===== src/rtl/emd_regs.vh =====
// register offsets, field positions, reset values and counts of the end-of-message block
`ifndef EMD_REGS_VH
`define EMD_REGS_VH

// register offsets, set a
`define EMD_ADDR_PAT_LO_A   8'h88
`define EMD_ADDR_PAT_HI_A   8'h89
`define EMD_ADDR_CTRL_A     8'h8a
`define EMD_ADDR_LEN_A      8'h8b
// register offsets, set b
`define EMD_ADDR_PAT_LO_B   8'ha8
`define EMD_ADDR_PAT_HI_B   8'ha9
`define EMD_ADDR_CTRL_B     8'haa
`define EMD_ADDR_LEN_B      8'hab
// read-only registers
`define EMD_ADDR_PEAK       8'hac
`define EMD_ADDR_FSK_NOISE  8'haf
`define EMD_ADDR_ASK_NOISE  8'hb0

// index of each register inside one configuration set
`define EMD_IDX_PAT_LO      2'h0
`define EMD_IDX_PAT_HI      2'h1
`define EMD_IDX_CTRL        2'h2
`define EMD_IDX_LEN         2'h3

// end-of-message control fields
`define EMD_CTRL_LEN_BIT    0
`define EMD_CTRL_CV_BIT     1
`define EMD_CTRL_LOSS_BIT   2
`define EMD_CTRL_USED_MASK  8'h07

// reset value of every register
`define EMD_RESET_VAL       8'h00
// idle levels of the serial pins {cs_n, clock, data in}
`define EMD_PIN_IDLE        3'h4

// serial port command bytes
`define EMD_CMD_WRITE       8'h02
`define EMD_CMD_READ        8'h03

// sync detection modes
`define EMD_MODE_SEQ        2'h0
`define EMD_MODE_PAR        2'h1
`define EMD_MODE_GAP        2'h2
`define EMD_MODE_EXT        2'h3

// pattern length in chips and payload buffer shape
`define EMD_PATTERN_LAST    5'h0f
`define EMD_PATTERN_FULL    5'h10
`define EMD_FIFO_WIDTH      1
`define EMD_FIFO_DEPTH      16
`define EMD_FIFO_AW         4

`endif


===== src/rtl/emd_end_of_message.v =====
// sync pattern b matcher, end-of-message criteria, serial register port and noise readouts
//
// Summary of operation
// - low byte of pattern b per set
// - high byte of pattern b per set
// - sync loss ends message when enabled
// - code violation ends message when enabled
// - length limit reached ends message when enabled
// - criteria combine, first occurring one ends
// - bit counting starts after last sync chip
// - limit zero ends on first bit
// - frequency shift noise readable, eight bits
// - amplitude shift noise readable, six bits
// - pattern b sequential, parallel or after gap
// - payload peak captured at end, reset clears
`timescale 1ns/10ps
`include "emd_regs.vh"
module emd_end_of_message (
  input  wire       i_clk,
  input  wire       i_reset_n,
  input  wire       i_spi_clk,
  input  wire       i_spi_cs_n,
  input  wire       i_spi_mosi,
  output reg        o_spi_miso,
  output reg        o_spi_miso_oe,
  input  wire       i_set_sel,
  input  wire [1:0] i_sync_detect_mode,
  input  wire [4:0] i_gap_chips,
  input  wire       i_chip_valid,
  input  wire       i_chip,
  input  wire       i_sync_a_found,
  input  wire       i_bit_valid,
  input  wire       i_bit,
  input  wire       i_code_violation,
  input  wire       i_sync_lost,
  input  wire [7:0] i_fsk_noise,
  input  wire [5:0] i_ask_noise,
  input  wire [7:0] i_peak_level,
  output wire       o_bit_ready,
  output reg        o_sync_found,
  output reg        o_end_of_message,
  output reg        o_receiving,
  output wire       o_payload_valid,
  output wire       o_payload_bit,
  input  wire       i_payload_ready,
  output reg  [7:0] o_payload_peak_level
);
  // framer states
  localparam [1:0] ST_HUNT    = 2'h0;
  localparam [1:0] ST_GAP     = 2'h1;
  localparam [1:0] ST_MATCH_B = 2'h2;
  localparam [1:0] ST_PAYLOAD = 2'h3;

  // ---------------- serial port pin synchronisers ----------------
  wire [2:0] pin_raw;              // cs_n, clock, data in
  reg  [2:0] pin_s1;               // first stage, read only by second
  reg  [2:0] pin_s2;               // second stage
  reg  [2:0] pin_s3;               // third stage
  reg  [2:0] pin_clean;            // level accepted once stages two and three agree
  reg  [2:0] pin_prev;             // previous clean level for edge detection
  genvar     g;
  // reset to the resting levels, so no false clock edge follows reset
  localparam [2:0] PIN_IDLE = `EMD_PIN_IDLE;

  assign pin_raw = {i_spi_cs_n, i_spi_clk, i_spi_mosi};

  generate
    for (g = 0; g < 3; g = g + 1) begin : g_pin_sync
      // three flops; a glitch seen by only one stage never counts
      always @(posedge i_clk) begin
        if (!i_reset_n) begin
          pin_s1[g]    <= PIN_IDLE[g];
          pin_s2[g]    <= PIN_IDLE[g];
          pin_s3[g]    <= PIN_IDLE[g];
          pin_clean[g] <= PIN_IDLE[g];
          pin_prev[g]  <= PIN_IDLE[g];
        end else begin
          pin_s1[g]   <= pin_raw[g];
          pin_s2[g]   <= pin_s1[g];
          pin_s3[g]   <= pin_s2[g];
          pin_prev[g] <= pin_clean[g];
          if (pin_s2[g] == pin_s3[g]) begin
            pin_clean[g] <= pin_s3[g];
          end
        end
      end
    end
  endgenerate

  wire cs_active = ~pin_clean[2];                      // frame open
  wire sck_rise  = pin_clean[1] & ~pin_prev[1];        // host samples-out edge
  wire sck_fall  = ~pin_clean[1] & pin_prev[1];        // device shifts out here
  wire mosi      = pin_clean[0];

  // ---------------- register storage ----------------
  reg  [7:0] cfg [0:7];        // index {set, field}; set a 0..3, set b 4..7
  reg  [7:0] fsk_noise;        // last measured frequency shift noise
  reg  [5:0] ask_noise;        // last measured amplitude shift noise

  // ---------------- serial port protocol ----------------
  reg  [7:0] spi_shift;        // incoming byte
  reg  [2:0] spi_bit_cnt;      // bits of current byte
  reg  [1:0] spi_byte_cnt;     // bytes of current frame, saturates at 3
  reg  [7:0] spi_cmd;          // first byte of frame
  reg  [7:0] spi_addr;         // second byte of frame
  reg  [7:0] miso_shift;       // outgoing read data
  reg        miso_load;        // load read data at next falling edge
  reg  [7:0] read_data;        // read mux result
  reg        cfg_hit;          // address lies in a configuration set
  reg  [2:0] cfg_index;        // storage index of that address
  wire [7:0] in_byte = {spi_shift[6:0], mosi};

  // address decode of the stored address byte into configuration index
  always @* begin
    cfg_hit   = 1'b1;
    cfg_index = 3'h0;
    if (spi_addr >= `EMD_ADDR_PAT_LO_A && spi_addr <= `EMD_ADDR_LEN_A) begin
      cfg_index = {1'b0, spi_addr[1:0]};
    end else if (spi_addr >= `EMD_ADDR_PAT_LO_B && spi_addr <= `EMD_ADDR_LEN_B) begin
      cfg_index = {1'b1, spi_addr[1:0]};
    end else begin
      cfg_hit = 1'b0;
    end
  end

  // read mux; write-only registers and holes read as zero
  always @* begin
    if (spi_addr == `EMD_ADDR_FSK_NOISE) begin
      read_data = fsk_noise;
    end else if (spi_addr == `EMD_ADDR_ASK_NOISE) begin
      read_data = {2'h0, ask_noise};
    end else if (spi_addr == `EMD_ADDR_PEAK) begin
      read_data = o_payload_peak_level;
    end else begin
      read_data = 8'h00;
    end
  end

  wire byte_done = sck_rise & (spi_bit_cnt == 3'h7);           // eighth bit sampled

  // serial frame handling: command, address, data
  always @(posedge i_clk) begin
    if (!i_reset_n) begin
      spi_shift     <= 8'h00;
      spi_bit_cnt   <= 3'h0;
      spi_byte_cnt  <= 2'h0;
      spi_cmd       <= 8'h00;
      spi_addr      <= 8'h00;
      miso_shift    <= 8'h00;
      miso_load     <= 1'b0;
      o_spi_miso    <= 1'b0;
      o_spi_miso_oe <= 1'b0;
    end else if (!cs_active) begin
      // frame closed: drop partial bytes, release the data line
      spi_bit_cnt   <= 3'h0;
      spi_byte_cnt  <= 2'h0;
      miso_load     <= 1'b0;
      o_spi_miso_oe <= 1'b0;
    end else begin
      o_spi_miso_oe <= (spi_cmd == `EMD_CMD_READ) && (spi_byte_cnt != 2'h0);
      if (sck_rise) begin
        spi_shift   <= in_byte;
        spi_bit_cnt <= spi_bit_cnt + 3'h1;
      end
      if (byte_done) begin
        if (spi_byte_cnt != 2'h3) begin
          spi_byte_cnt <= spi_byte_cnt + 2'h1;
        end
        if (spi_byte_cnt == 2'h0) begin
          spi_cmd <= in_byte;
        end else if (spi_byte_cnt == 2'h1) begin
          spi_addr  <= in_byte;
          miso_load <= (spi_cmd == `EMD_CMD_READ);
        end
      end
      // data goes out on falling edges so the host samples it on rising ones
      if (sck_fall) begin
        if (miso_load) begin
          o_spi_miso <= read_data[7];
          miso_shift <= {read_data[6:0], 1'b0};
          miso_load  <= 1'b0;
        end else begin
          o_spi_miso <= miso_shift[7];
          miso_shift <= {miso_shift[6:0], 1'b0};
        end
      end
    end
  end

  // configuration writes on third byte of a write frame
  integer k;
  always @(posedge i_clk) begin
    if (!i_reset_n) begin
      for (k = 0; k < 8; k = k + 1) begin
        cfg[k] <= `EMD_RESET_VAL;
      end
    end else if (cs_active && byte_done && spi_byte_cnt == 2'h2 &&
                 spi_cmd == `EMD_CMD_WRITE && cfg_hit) begin
      // unmapped and read-only addresses fall out of the decoder
      cfg[cfg_index] <= in_byte;
    end
  end

  // noise readouts follow the measurement, frozen while a read is pending
  always @(posedge i_clk) begin
    if (!i_reset_n) begin
      fsk_noise <= `EMD_RESET_VAL;
      ask_noise <= 6'h00;
    end else if (!miso_load) begin
      fsk_noise <= i_fsk_noise;
      ask_noise <= i_ask_noise;
    end
  end

  // ---------------- active set selection ----------------
  wire [15:0] pattern_b = {cfg[{i_set_sel, `EMD_IDX_PAT_HI}],
                           cfg[{i_set_sel, `EMD_IDX_PAT_LO}]};
  // unused control bits 3 to 7 are masked, so a host slip cannot enable anything
  wire [7:0]  end_ctrl  = cfg[{i_set_sel, `EMD_IDX_CTRL}] & `EMD_CTRL_USED_MASK;
  wire [7:0]  len_limit = cfg[{i_set_sel, `EMD_IDX_LEN}];

  // ---------------- framer ----------------
  reg  [1:0]  state;           // framer state
  reg  [15:0] chip_shift;      // last chips, newest in bit 0
  reg  [4:0]  chip_cnt;        // chips seen in current phase
  reg  [7:0]  bit_cnt;         // payload bits delivered
  wire [15:0] chips_now  = {chip_shift[14:0], i_chip};
  wire        parallel   = (i_sync_detect_mode == `EMD_MODE_PAR) ||
                           (i_sync_detect_mode == `EMD_MODE_EXT);
  wire        len_end    = end_ctrl[`EMD_CTRL_LEN_BIT] && i_bit_valid &&
                           (bit_cnt == len_limit);
  wire        cv_end     = end_ctrl[`EMD_CTRL_CV_BIT] && i_code_violation;
  wire        loss_end   = end_ctrl[`EMD_CTRL_LOSS_BIT] && i_sync_lost;
  wire        end_now    = (state == ST_PAYLOAD) &&
                           (len_end || cv_end || loss_end);
  wire        fifo_push  = (state == ST_PAYLOAD) && i_bit_valid && !end_now;

  // sync search, pattern b check and payload framing
  always @(posedge i_clk) begin
    if (!i_reset_n) begin
      state                <= ST_HUNT;
      chip_shift           <= 16'h0000;
      chip_cnt             <= 5'h00;
      bit_cnt              <= 8'h00;
      o_sync_found         <= 1'b0;
      o_end_of_message     <= 1'b0;
      o_receiving          <= 1'b0;
      o_payload_peak_level <= `EMD_RESET_VAL;
    end else begin
      o_sync_found     <= 1'b0;
      o_end_of_message <= 1'b0;
      if (i_chip_valid) begin
        chip_shift <= chips_now;
      end
      case (state)
        ST_HUNT: begin
          if (i_chip_valid && chip_cnt != `EMD_PATTERN_FULL) begin
            chip_cnt <= chip_cnt + 5'h01;
          end
          if (parallel) begin
            // either pattern alone opens the payload
            if (i_sync_a_found || (i_chip_valid && chip_cnt >= `EMD_PATTERN_LAST &&
                                   chips_now == pattern_b)) begin
              state        <= ST_PAYLOAD;
              o_sync_found <= 1'b1;
              o_receiving  <= 1'b1;
              bit_cnt      <= 8'h00;
            end
          end else if (i_sync_a_found) begin
            chip_cnt <= 5'h00;
            if (i_sync_detect_mode == `EMD_MODE_GAP && i_gap_chips != 5'h00) begin
              state <= ST_GAP;
            end else begin
              state <= ST_MATCH_B;
            end
          end
        end
        ST_GAP: begin
          // skip the programmed gap before pattern b starts
          if (i_chip_valid) begin
            if (chip_cnt + 5'h01 == i_gap_chips) begin
              chip_cnt <= 5'h00;
              state    <= ST_MATCH_B;
            end else begin
              chip_cnt <= chip_cnt + 5'h01;
            end
          end
        end
        ST_MATCH_B: begin
          if (i_chip_valid) begin
            chip_cnt <= chip_cnt + 5'h01;
            if (chip_cnt == `EMD_PATTERN_LAST) begin
              chip_cnt <= 5'h00;
              if (chips_now == pattern_b) begin
                state        <= ST_PAYLOAD;
                o_sync_found <= 1'b1;
                o_receiving  <= 1'b1;
                bit_cnt      <= 8'h00;
              end else begin
                state <= ST_HUNT;                              // mismatch, start over
              end
            end
          end
        end
        default: begin
          if (fifo_push && bit_cnt != 8'hff) begin
            bit_cnt <= bit_cnt + 8'h01;
          end
          if (end_now) begin
            o_end_of_message     <= 1'b1;
            o_payload_peak_level <= i_peak_level;
            o_receiving          <= 1'b0;
            chip_cnt             <= 5'h00;
            state                <= ST_HUNT;
          end
        end
      endcase
    end
  end

  // ---------------- payload buffer ----------------
  // a full buffer drops bits; o_bit_ready tells the bit source to hold off
  emd_fifo #(
    .WIDTH (`EMD_FIFO_WIDTH),
    .DEPTH (`EMD_FIFO_DEPTH),
    .AW    (`EMD_FIFO_AW)
  ) u_fifo (
    .i_clk       (i_clk),
    .i_reset_n   (i_reset_n),
    .i_in_valid  (fifo_push),
    .i_in_data   (i_bit),
    .o_in_ready  (o_bit_ready),
    .o_out_valid (o_payload_valid),
    .o_out_data  (o_payload_bit),
    .i_out_ready (i_payload_ready)
  );
endmodule


===== src/rtl/emd_fifo.v =====
// payload fifo with registered output stage and registered input ready
`timescale 1ns/10ps
module emd_fifo #(
  parameter WIDTH = 1,
  parameter DEPTH = 16,
  parameter AW    = 4
) (
  input  wire             i_clk,
  input  wire             i_reset_n,
  input  wire             i_in_valid,
  input  wire [WIDTH-1:0] i_in_data,
  output reg              o_in_ready,
  output reg              o_out_valid,
  output reg  [WIDTH-1:0] o_out_data,
  input  wire             i_out_ready
);
  localparam [AW:0] DEPTH_W = DEPTH[AW:0];

  reg  [WIDTH-1:0] mem [0:DEPTH-1]; // storage entries
  reg  [AW-1:0]    wr_ptr;          // next entry to fill
  reg  [AW-1:0]    rd_ptr;          // next entry to drain
  reg  [AW:0]      count;           // entries held, output stage excluded
  wire             push;            // word accepted this cycle
  wire             pop;             // word moved to the output stage
  wire [AW:0]      next_count;      // count after this cycle

  assign push       = i_in_valid & o_in_ready;
  assign pop        = (count != {(AW+1){1'b0}}) & (~o_out_valid | i_out_ready);
  assign next_count = count + {{AW{1'b0}}, push} - {{AW{1'b0}}, pop};

  // storage has no reset, only pointers say what is valid
  always @(posedge i_clk) begin
    if (push) begin
      mem[wr_ptr] <= i_in_data;
    end
  end

  // pointers, count, ready and output stage
  always @(posedge i_clk) begin
    if (!i_reset_n) begin
      wr_ptr      <= {AW{1'b0}};
      rd_ptr      <= {AW{1'b0}};
      count       <= {(AW+1){1'b0}};
      o_in_ready  <= 1'b1;
      o_out_valid <= 1'b0;
      o_out_data  <= {WIDTH{1'b0}};
    end else begin
      count      <= next_count;
      // ready is precomputed so the source sees full one cycle early enough
      o_in_ready <= (next_count < DEPTH_W);
      if (push) begin
        wr_ptr <= wr_ptr + {{(AW-1){1'b0}}, 1'b1};
      end
      if (pop) begin
        rd_ptr      <= rd_ptr + {{(AW-1){1'b0}}, 1'b1};
        o_out_data  <= mem[rd_ptr];
        o_out_valid <= 1'b1;
      end else if (i_out_ready) begin
        o_out_valid <= 1'b0;
      end
    end
  end
endmodule


===== config.mk =====
export PLATFORM = sky130hd
export DESIGN_NAME = emd_end_of_message
export DESIGN_NICKNAME = d
export VERILOG_FILES = /design/src/rtl/emd_end_of_message.v /design/src/rtl/emd_fifo.v
export VERILOG_INCLUDE_DIRS = /design/src /design/src/rtl
export SDC_FILE = /design/constraint.sdc
export NUM_CORES = 1
export LEC_CHECK = 0
export BUFFER_PORTS_ARGS = -buffer_cell sky130_fd_sc_hd__buf_4
export CAP_MARGIN = 20
export CELL_PAD_IN_SITES_DETAIL_PLACEMENT = 2
export CELL_PAD_IN_SITES_GLOBAL_PLACEMENT = 2
export CORE_MARGIN = 2
export CORE_UTILIZATION = 41
export CTS_BUF_LIST = sky130_fd_sc_hd__clkbuf_8
export CTS_CLUSTER_DIAMETER = 150
export CTS_CLUSTER_SIZE = 25
export DETAILED_ROUTE_END_ITERATION = 10
export PLACE_DENSITY_LB_ADDON = 0.08
export SYNTH_ARGS = -nofsm -noshare
export SYNTH_HDL_FRONTEND = slang
export SYNTH_SLANG_ARGS = --single-unit
export TNS_END_PERCENT = 1

===== constraint.sdc =====
create_clock -name i_clk -period 3.75 [get_ports i_clk]
set_clock_uncertainty 0.05 [all_clocks]
set_input_delay 0.375 -clock i_clk [delete_from_list [all_inputs] [get_ports i_clk]]
set_output_delay 0.375 -clock i_clk [all_outputs]
set_load 0.05 [all_outputs]

---- Word level (Yosys, flattened, before mapping) ----
Memory sizes are Yosys's and may differ from the RTL's. A register that Yosys moved wholly into a read port is not among the register bits.
Index checks and enable logic that the tools add are counted.
storage, ports and cells
  flip-flop bits (word level) ............. 122
  memory bits (writable) .................. 80
  input port bits ......................... 43
  word-level logic and storage cells ...... 214
  memories ................................ 2
cells by class
  $add $sub $neg .......................... 8
  order comparisons ....................... 6
  eq/ne operators ......................... 33
  multiplexer cells ....................... 66
  bitwise operators ....................... 14
  reduce and logical (&&, ||, !) cells .... 48
memories
  memory      depth  width  read ports  clocked after Yosys merged registers in  wr ports  line                     source
  cfg         8      8      4           0                                        8         emd_end_of_message.v:96  reg [7:0] cfg [0:7];
  u_fifo.mem  16     1      1           1                                        1         emd_fifo.v:19            reg [WIDTH-1:0] mem [0:DEPTH-1];
operators with widths
  kind                                                       count
  two-way mux 8 bit                                          11
  two-way mux 5 bit                                          8
  two-way mux 1 bit                                          29
  equality test 8 bit (second input constant)                3
  one-hot mux 8 bit (3 select lines)                         1
  AND reduction 7 bit                                        3
  two-way mux 2 bit                                          10
  logical AND 1 bit                                          19
  equality test 16 bit                                       1
  equality test 8 x 2 -> 1 bit (second input constant)       2
  greater-or-equal comparator 8 bit (second input constant)  2
  less-or-equal comparator 8 bit (second input constant)     2
  != test 2 bit (second input constant)                      8
  one-hot mux 5 bit (3 select lines)                         1
  equality test 2 bit (second input constant)                5
  nonzero test 5 bit                                         2
  two-way mux 3 bit                                          3
  adder 4 x 1 -> 4 bit (second input constant)               2
  adder 8 x 1 -> 8 bit (second input constant)               1
  equality test 8 bit                                        1
  != test 8 bit (second input constant)                      1
  inverter 1 bit                                             8
  AND reduction 2 bit                                        4
  OR reduction 8 bit                                         1
  other kinds (30)                                           47

---- Depth between registers and ports, before layout ----
Gate-level depths: netlist (run 1).
  depth in word-level cells ............... 12
  depth in mapped cells ................... 15

---- Hierarchy ----
A second synthesis (run 1) with hierarchy kept.
second synthesis, totals
  cell total of the unflattened synthesis .. 865
  area total of the unflattened synthesis .. 8937.3 um^2
by module, submodules not included
  module              times used  cells an instance  area an instance (um^2)  seq. area each (um^2)
  emd_end_of_message  1           718                7387.1                   3743.6
  emd_fifo            1           147                1550.2                   800.8

---- Least setup slack after synthesis (run 1) ----
No wires, ideal clock.
  path type ............................... register to register
  start ................................... register pin_prev[1]
  end ..................................... memory cfg[4][0] (enable)
  arrival time ............................ 2.392 ns
  required time ........................... 3.316 ns
  setup slack ............................. 0.924 ns
  cell stages (with the launch flop) ...... 8
  period minus slack after synthesis ...... 2.826 ns
  path through ............................ dfxtp_1 nand2b_1 clkbuf_1 nor2_1 nand4_1 or2_2 clkbuf_1 o21ai_0
RTL lines
  element                          line                     source
  start, declared                  emd_end_of_message.v:60  reg [2:0] pin_prev;
  start signal, assigned by index  emd_end_of_message.v:76  pin_prev[g] <= PIN_IDLE[g];
  start signal, assigned by index  emd_end_of_message.v:81  pin_prev[g] <= pin_clean[g];
  end, declared                    emd_end_of_message.v:96

---- Worst setup path in the final report (run 1) ----
  start ................................... register u_fifo.count[2]
  end ..................................... register u_fifo.o_in_ready
on the way
  longest elaborated chain between the ends .. 4
  elaborated cells on any way between the ends .. 5
  classes of those cells .................. add/sub (2); order compare (1); bitwise (1); reduce/logical (1)
ends and longest elaborated chain
  element                                                                       line           source
  start, declared                                                               emd_fifo.v:22  reg [AW:0] count;
  start signal, assigned                                                        emd_fifo.v:43  count <= {(AW+1){1'b0}};
  start signal, assigned                                                        emd_fifo.v:48  count <= next_count;
  parallel branches: the longest is 2 deep, another holds adder 5 x 1 -> 5 bit  -
  subtractor 5 x 1 -> 5 bit (*)                                                 emd_fifo.v:29  assign next_count = count + {{AW{1'b0}}, push} - {{AW{1'b0}}, pop};
  less-than comparator 5 bit (*)                                                emd_fifo.v:50  o_in_ready <= (next_count < DEPTH_W);
  end signal, assigned                                                          emd_fifo.v:50
  end, declared                                                                 emd_fifo.v:12  output reg o_in_ready,
Every way passes the cells marked *.
A chain may end at the register's enable or synchronous reset.

==> results.yml, run 1 <==
hold_path:
  min_from: "i_spi_cs_n"
  min_path_type: "in2reg"
  hold_depth: 2
  whs_endpoint: "pin_s1[2]"
cts:
  root_buffer: "clkbuf_8"
  post-cts-setup-buffer-count: 0
  clk_latency_ns: 0.47
  cts_resized: 0
  ctsLongestPathBuffers: 2
  clkSlewWorstSetupHoldPaths_ns: 0.10
  cts_hold_buf: 0
  cts-buffers-inserted: 17
  clock_sinks: 192
  cts-htree-levels: 4
  cts_tree: "yes"
power_and_ir_drop:
  power_density_nw_per_um2: 484
  internal_power_mw: 3.31
  power_mw: 4.79
  comb_power_share_pct: 20.3
  p_sw_share_pct: 31.0
  peakVddDrop_mv: 0.224
  clkPwrFrac_pct: 29.6
  seq_power_share_pct: 50.0
  leakage_nw: 3.73
  power_switching_mw: 1.48
global_routing:
  gr-total-overflow: 0
  grt_pass1_wl_mm: 37.4
  antenna_found_initial: 0
  grt_max_degree: 38
  first_global_vias: 6922
  grt_use_total_pct: 21.5
drt:
  vias_per_cell: 5.40
  drc: 0
  drt_pass1_iterations: 5
  detail_route.iter0.violations: 316
  wl_mm: 23.7
  wl_per_cell_um: 20.2
  dr_total_vias: 6341
  ant_nets: 0
  wl_met1_mm: 10.2
  route.met3.wl_um: 377
  top_layer: "met4"
  met2_length_mm: 12.6
timing:
  fmaxAchievable_mhz: 340
  setup_tns_ns: 0
  grt_setup_unrepaired: "no"
  setup_violations: 0
  timing.final.hold_violations: 0
  fin_crit_sh_pct: 78.4
  max-slew-margin-rel_pct: 41.6
  min_period_ns: 2.94
  drv_slew: 0
  tightest_slew_ns: 0.872
worst_setup_path:
  arrival_ns: 3.21
  start_kind: "flip-flop"
  timing.rr.start: "u_fifo.count[2]"
  crit_type: "reg2reg"
  worst_r2r_endpoint: "u_fifo.o_in_ready"
  cp_data_required_time_ns: 4.02
  crit_fanout: 6
  crit_path_end_kind: "flip-flop"
  rrSetupSlack_ns: 0.81
  rr_worst_depth: 13
run_status:
  status: "finished, final reports clean"
logic_synthesis:
  synth_warnings: 0
  seq_area_frac_synth_pct: 51.8
  synthFlopType: "dfxtp_1"
  synth_edf_count: 70
  syn-mean-instance-area_um2: 10.5
  yosys.area.top_type: "dfxtp_1"
  syn_area_um2: 8780
  yosysMostFrequentCell: "dfxtp_1"
  synthCells: 836
  synth_fp_nets: 902
  ys_async_sr_fraction_pct: 0
  synth.distinct_cells: 67
  yosys-top-cells-area: "dfxtp_1, edfxtp_1, mux2i_1, nor2_1, and2_1"
  synth_top_area_share_pct: 27.8
  synth_common_cells: "dfxtp_1, nor2_1, mux2i_1"
  synth_seq_cells: 192
floorplan:
  die_y_um: 150
  die_area_um2: 22600
  core_area_um2: 21000
  pin_count: 59
  start_util_pct: 41.8
  std_cell_rows: 53
  fp.dieW_um: 150
final_layout:
  area_growth_pct: 12.7
  nets: 952
  drive_gt1_share_pct: 13.6
  diodes: 0
  final_area_um2: 9890
  layout.cells.non_filler: 1174
  fin_util_pct: 47.1
placement:
  place.gp.congestion: 0.823
  dp_cells: 1142
  place_area_um2: 9490
  post-dp-hpwl_mm: 17.1
  port_buffers: 58
run:
  max-cap-violations: 0
[routing by layer]
metal / vias to the layer above / track usage [%]
li1: 3029 / -
met1: 3222 / 26.0
met2: 63 / 39.1
met3: 27 / 3.39
met4: 0 / 6.56
met5: - / 0
[flip-flops by register name, indices dropped and copies added, names as in the netlist, 5 cells and up]
register              count
bit_cnt                   8
u_fifo.count              5
cfg                      54
spi_shift                 7
fsk_noise                 8
miso_shift                7
chip_shift               15
chip_cnt                  5
spi_cmd                   8
spi_addr                  8
ask_noise                 6
o_payload_peak_level      8
u_fifo.mem               16
[cell families (layout without fill, tap and decap cells)]
group                      Yosys count  after routing  share of synthesized area [%]
AOI/OAI and AO/OA                  110            110                           8.22
xor gates and xnor gates            44             44                           4.39
adders and majority gates           23             23                           3.36
buffers and inverters               66            129                           3.23
DFF                                192            192                           51.8
muxes                               93             93                           11.4
and+or+nand+nor                    308            308                           17.7
[area by class of cell]
| class | count | area [µm²] |
|---|---|---|
| fill | 2183 | 11100 |
| sequential | 192 | 4540 |
| multi-input combinational | 578 | 3950 |
| timing repair buffer | 75 | 563 |
| tap | 275 | 344 |
| clock buffer | 17 | 234 |
| clock inverter | 15 | 174 |
| inverter | 22 | 82.6 |
[worst max path at each step]
stage,cells after the start,end,slack (ns),startpoint
finish,13,u_fifo.o_in_ready,0.81,u_fifo.count[2]
global route,13,u_fifo.o_in_ready,0.58,u_fifo.count[3]
CTS,13,u_fifo.o_in_ready,0.75,u_fifo.count[2]
detailed placement,12,u_fifo.o_in_ready,0.42,i_set_sel
global placement,12,u_fifo.o_in_ready,0.60,i_set_sel
floorplan,7,cfg[4][0],0.92,pin_prev[1]
[per-stage QoR]
step | hold WS, ns | setup slack (ns)
after floorplan | 0.336 | 0.924
after global placement | 0.342 | 0.597
after detailed placement | 0.372 | 0.422
after CTS | 0.0104 | 0.747
after global routing | 0.0359 | 0.581
final | 0.0459 | 0.811
[placed cells by master (no fill, tap or decap), drive strengths merged, types with 5 or more instances in the layout]
cell,count
nor4,7
a31oi,7
nand3,8
nand4,10
xor2,24
clkbuf,17
mux2i,85
mux4,5
nand2b,18
and2,63
nor2,120
nor3,13
a222oi,6
inv,31
nand2,45
buf,75
edfxtp,70
xnor2,20
ha,22
a211oi,8
a21oi,36
dfxtp,122
o21ai,26
[worst max-delay path: stages, from the launching register on]
cell and delay (ns):
dfxtp_1 0.37, inv_1 0.07, ha_1 0.19, nor4b_1 0.15
nor2b_1 0.50, ha_1 0.23, inv_1 0.04, ha_1 0.20
fa_1 0.41, a21oi_1 0.19, nor2_1 0.06, nor2_1 0.11
xnor2_1 0.13, nand2_1 0.09
[power groups by stage]
stage          clock [mW]  sequential, mW  combinational (mW)
5_1_grt              1.54            2.42                1.09
3_3_place_gp            0            2.43               0.921
6_report             1.42            2.40               0.974
3_5_place_dp            0            2.44               0.987
4_1_cts              1.47            2.40               0.992
2_1_floorplan           0            2.44               0.681
Power figures use the tool's default switching activity.
==> run 2, diff against run 1 <==
==> constraint.sdc (replaced) <==
create_clock -name i_clk -period 2.95 [get_ports i_clk]
set_clock_uncertainty 0.05 [all_clocks]
set_input_delay 0.295 -clock i_clk [delete_from_list [all_inputs] [get_ports i_clk]]
set_output_delay 0.295 -clock i_clk [all_outputs]
set_load 0.05 [all_outputs]
==> results.yml, run 2 (synthesized netlist as in run 1, its figures left out) <==
worst_setup_path:
  start_kind: "flip-flop"
  arrival_ns: 3.11
  slowest_stage: "dfxtp_1"
  path_delay_family: "compound AO/OA/AOI/OAI gates"
  crit_fanout: 6
  crit_type: "reg2reg"
  cp_data_required_time_ns: 3.30
  path_buf_inv: 1
  max_stage_delay_ns: 0.47
  crit_path_cell_trace: "ha_1 > nand3_1 > inv_1 > ha_1 > xnor2_1 > nor3_1 > a31oi_1 > a21oi_2 > a21oi_1 > a21oi_1 > a311oi_1"
  crit_path_end_kind: "flip-flop"
timing:
  tightest_slew_ns: 0.996
  timing.final.hold_violations: 0
  drv_slew: 0
  grt_setup_unrepaired: "yes"
  fmaxAchievable_mhz: 361
  finalHoldWorstSlack_ns: 0.0331
  setup_ws_ns: 0.182
  fin_crit_sh_pct: 93.8
  setup_violations: 0
  max-slew-margin-rel_pct: 33.5
  min_period_ns: 2.77
  setup_tns_ns: 0
drt:
  detail_route.iter0.violations: 291
  vias_per_cell: 5.32
  wl_per_cell_um: 20.0
  drt_pass1_iterations: 4
  drc: 0
  wl_mm: 23.9
  ant_nets: 0
  dr_total_vias: 6360
cts:
  post-cts-setup-buffer-count: 0
  root_buffer: "clkbuf_8"
  cts-htree-levels: 4
  clk_latency_ns: 0.48
  clock_sinks: 192
  clkSlewWorstSetupHoldPaths_ns: 0.11
  ctsLongestPathBuffers: 2
  cts_tree: "yes"
  cts-buffers-inserted: 17
final_layout:
  fillers: 2168
  top_register: "cfg"
  final_area_um2: 10100
  fin_util_pct: 48.1
  diodes: 0
  largest_reg_flops: 54
  drive_gt1_share_pct: 14.5
  nets: 974
  area_growth_pct: 15.2
  layout.cells.non_filler: 1196
  final_common_cell: "dfxtp_1"
  reg.largest.list: "cfg: 54 flops, u_fifo.mem: 16 flops, chip_shift: 15 flops"
  final_cell_mix: "dfxtp_1, nor2_1, mux2i_1"
floorplan:
  start_util_pct: 41.8
  pin_count: 59
  die_area_um2: 22600
  std_cell_rows: 53
  fp.dieW_um: 150
  core_area_um2: 21000
  die_y_um: 150
global_routing:
  grt_pass1_wl_mm: 38.3
  grt_max_degree: 70
  antenna_found_initial: 0
  first_global_vias: 6992
  grt_use_total_pct: 22.0
  gr-total-overflow: 0
run:
  max-cap-violations: 0
power_and_ir_drop:
  power_density_nw_per_um2: 598
  power_mw: 6.05
  leakage_nw: 3.83
  peakVddDrop_mv: 0.291
placement:
  place_area_um2: 9560
  place.gp.congestion: 0.794
  preCtsSetupSlack_ns: 0.0371
  dp_cells: 1148
  port_buffers: 58
  post-dp-hpwl_mm: 17.2
run_status:
  status: "finished, final reports clean"
hold_path:
  min_path_type: "in2reg"
-- run 2: where the power goes --
part	total (mW)	switching [mW]	leakage [nW]	internal [mW]
logic	1.32	0.743	1.98	0.577
registers	3.05	0.162	1.65	2.89
clock network	1.68	1.04	0.198	0.639
-- run 2: metal layers --
| layer | wire (µm) | GRT usage [%] | part of all wire, % | vias up |
|---|---|---|---|---|
| met4 | 294 | 5.24 | 1.2 | 0 |
| met2 | 12600 | 40.6 | 53 | 58 |
| met3 | 475 | 3.58 | 2.0 | 21 |
| li1 | - | - | - | 3075 |
| met5 | 0 | 0 | 0 | - |
| met1 | 10500 | 26.8 | 44 | 3206 |
-- run 2: path summary, 6_finish.rpt --
| kind | from | to | slack (ns) | depth (start not counted) |
|---|---|---|---|---|
| max | chip_cnt[0] | chip_cnt[3] | 0.18 | 11 |
| min | i_ask_noise[1] | ask_noise[1] | 0.03 | 3 |
| max reg2reg | chip_cnt[0] | chip_cnt[3] | 0.18 | 11 |
| min reg2reg | pin_s1[2] | pin_s2[2] | 0.38 | 1 |
-- run 2: worst register-to-register path, cell delays in order (launching register included) --
cell and delay, ns:
dfxtp_1 0.47, ha_1 0.30, nand3_1 0.15, inv_1 0.09, ha_1 0.25, xnor2_1 0.15
nor3_1 0.07, a31oi_1 0.29, a21oi_2 0.16, a21oi_1 0.32, a21oi_1 0.14, a311oi_1 0.25
-- run 2: area by class of cell --
type	count	area (µm²)	share of cell area, %
inverters	22	82.6	0.817
flip-flops and latches	192	4540	44.9
well taps	275	344	3.40
clock buffers	18	248	2.45
repair buffers	97	793	7.85
clock inverters	14	126	1.25
multi-input cells	578	3970	39.3
-- run 2: repair_timing --
| action | in CTS | in global routing |
|---|---|---|
| resized for setup | 0 | 6 |
| hold buffers | 16 | 0 |
| setup endpoints to repair | 0 | 29 |
| hold endpoints to repair | 16 | 0 |
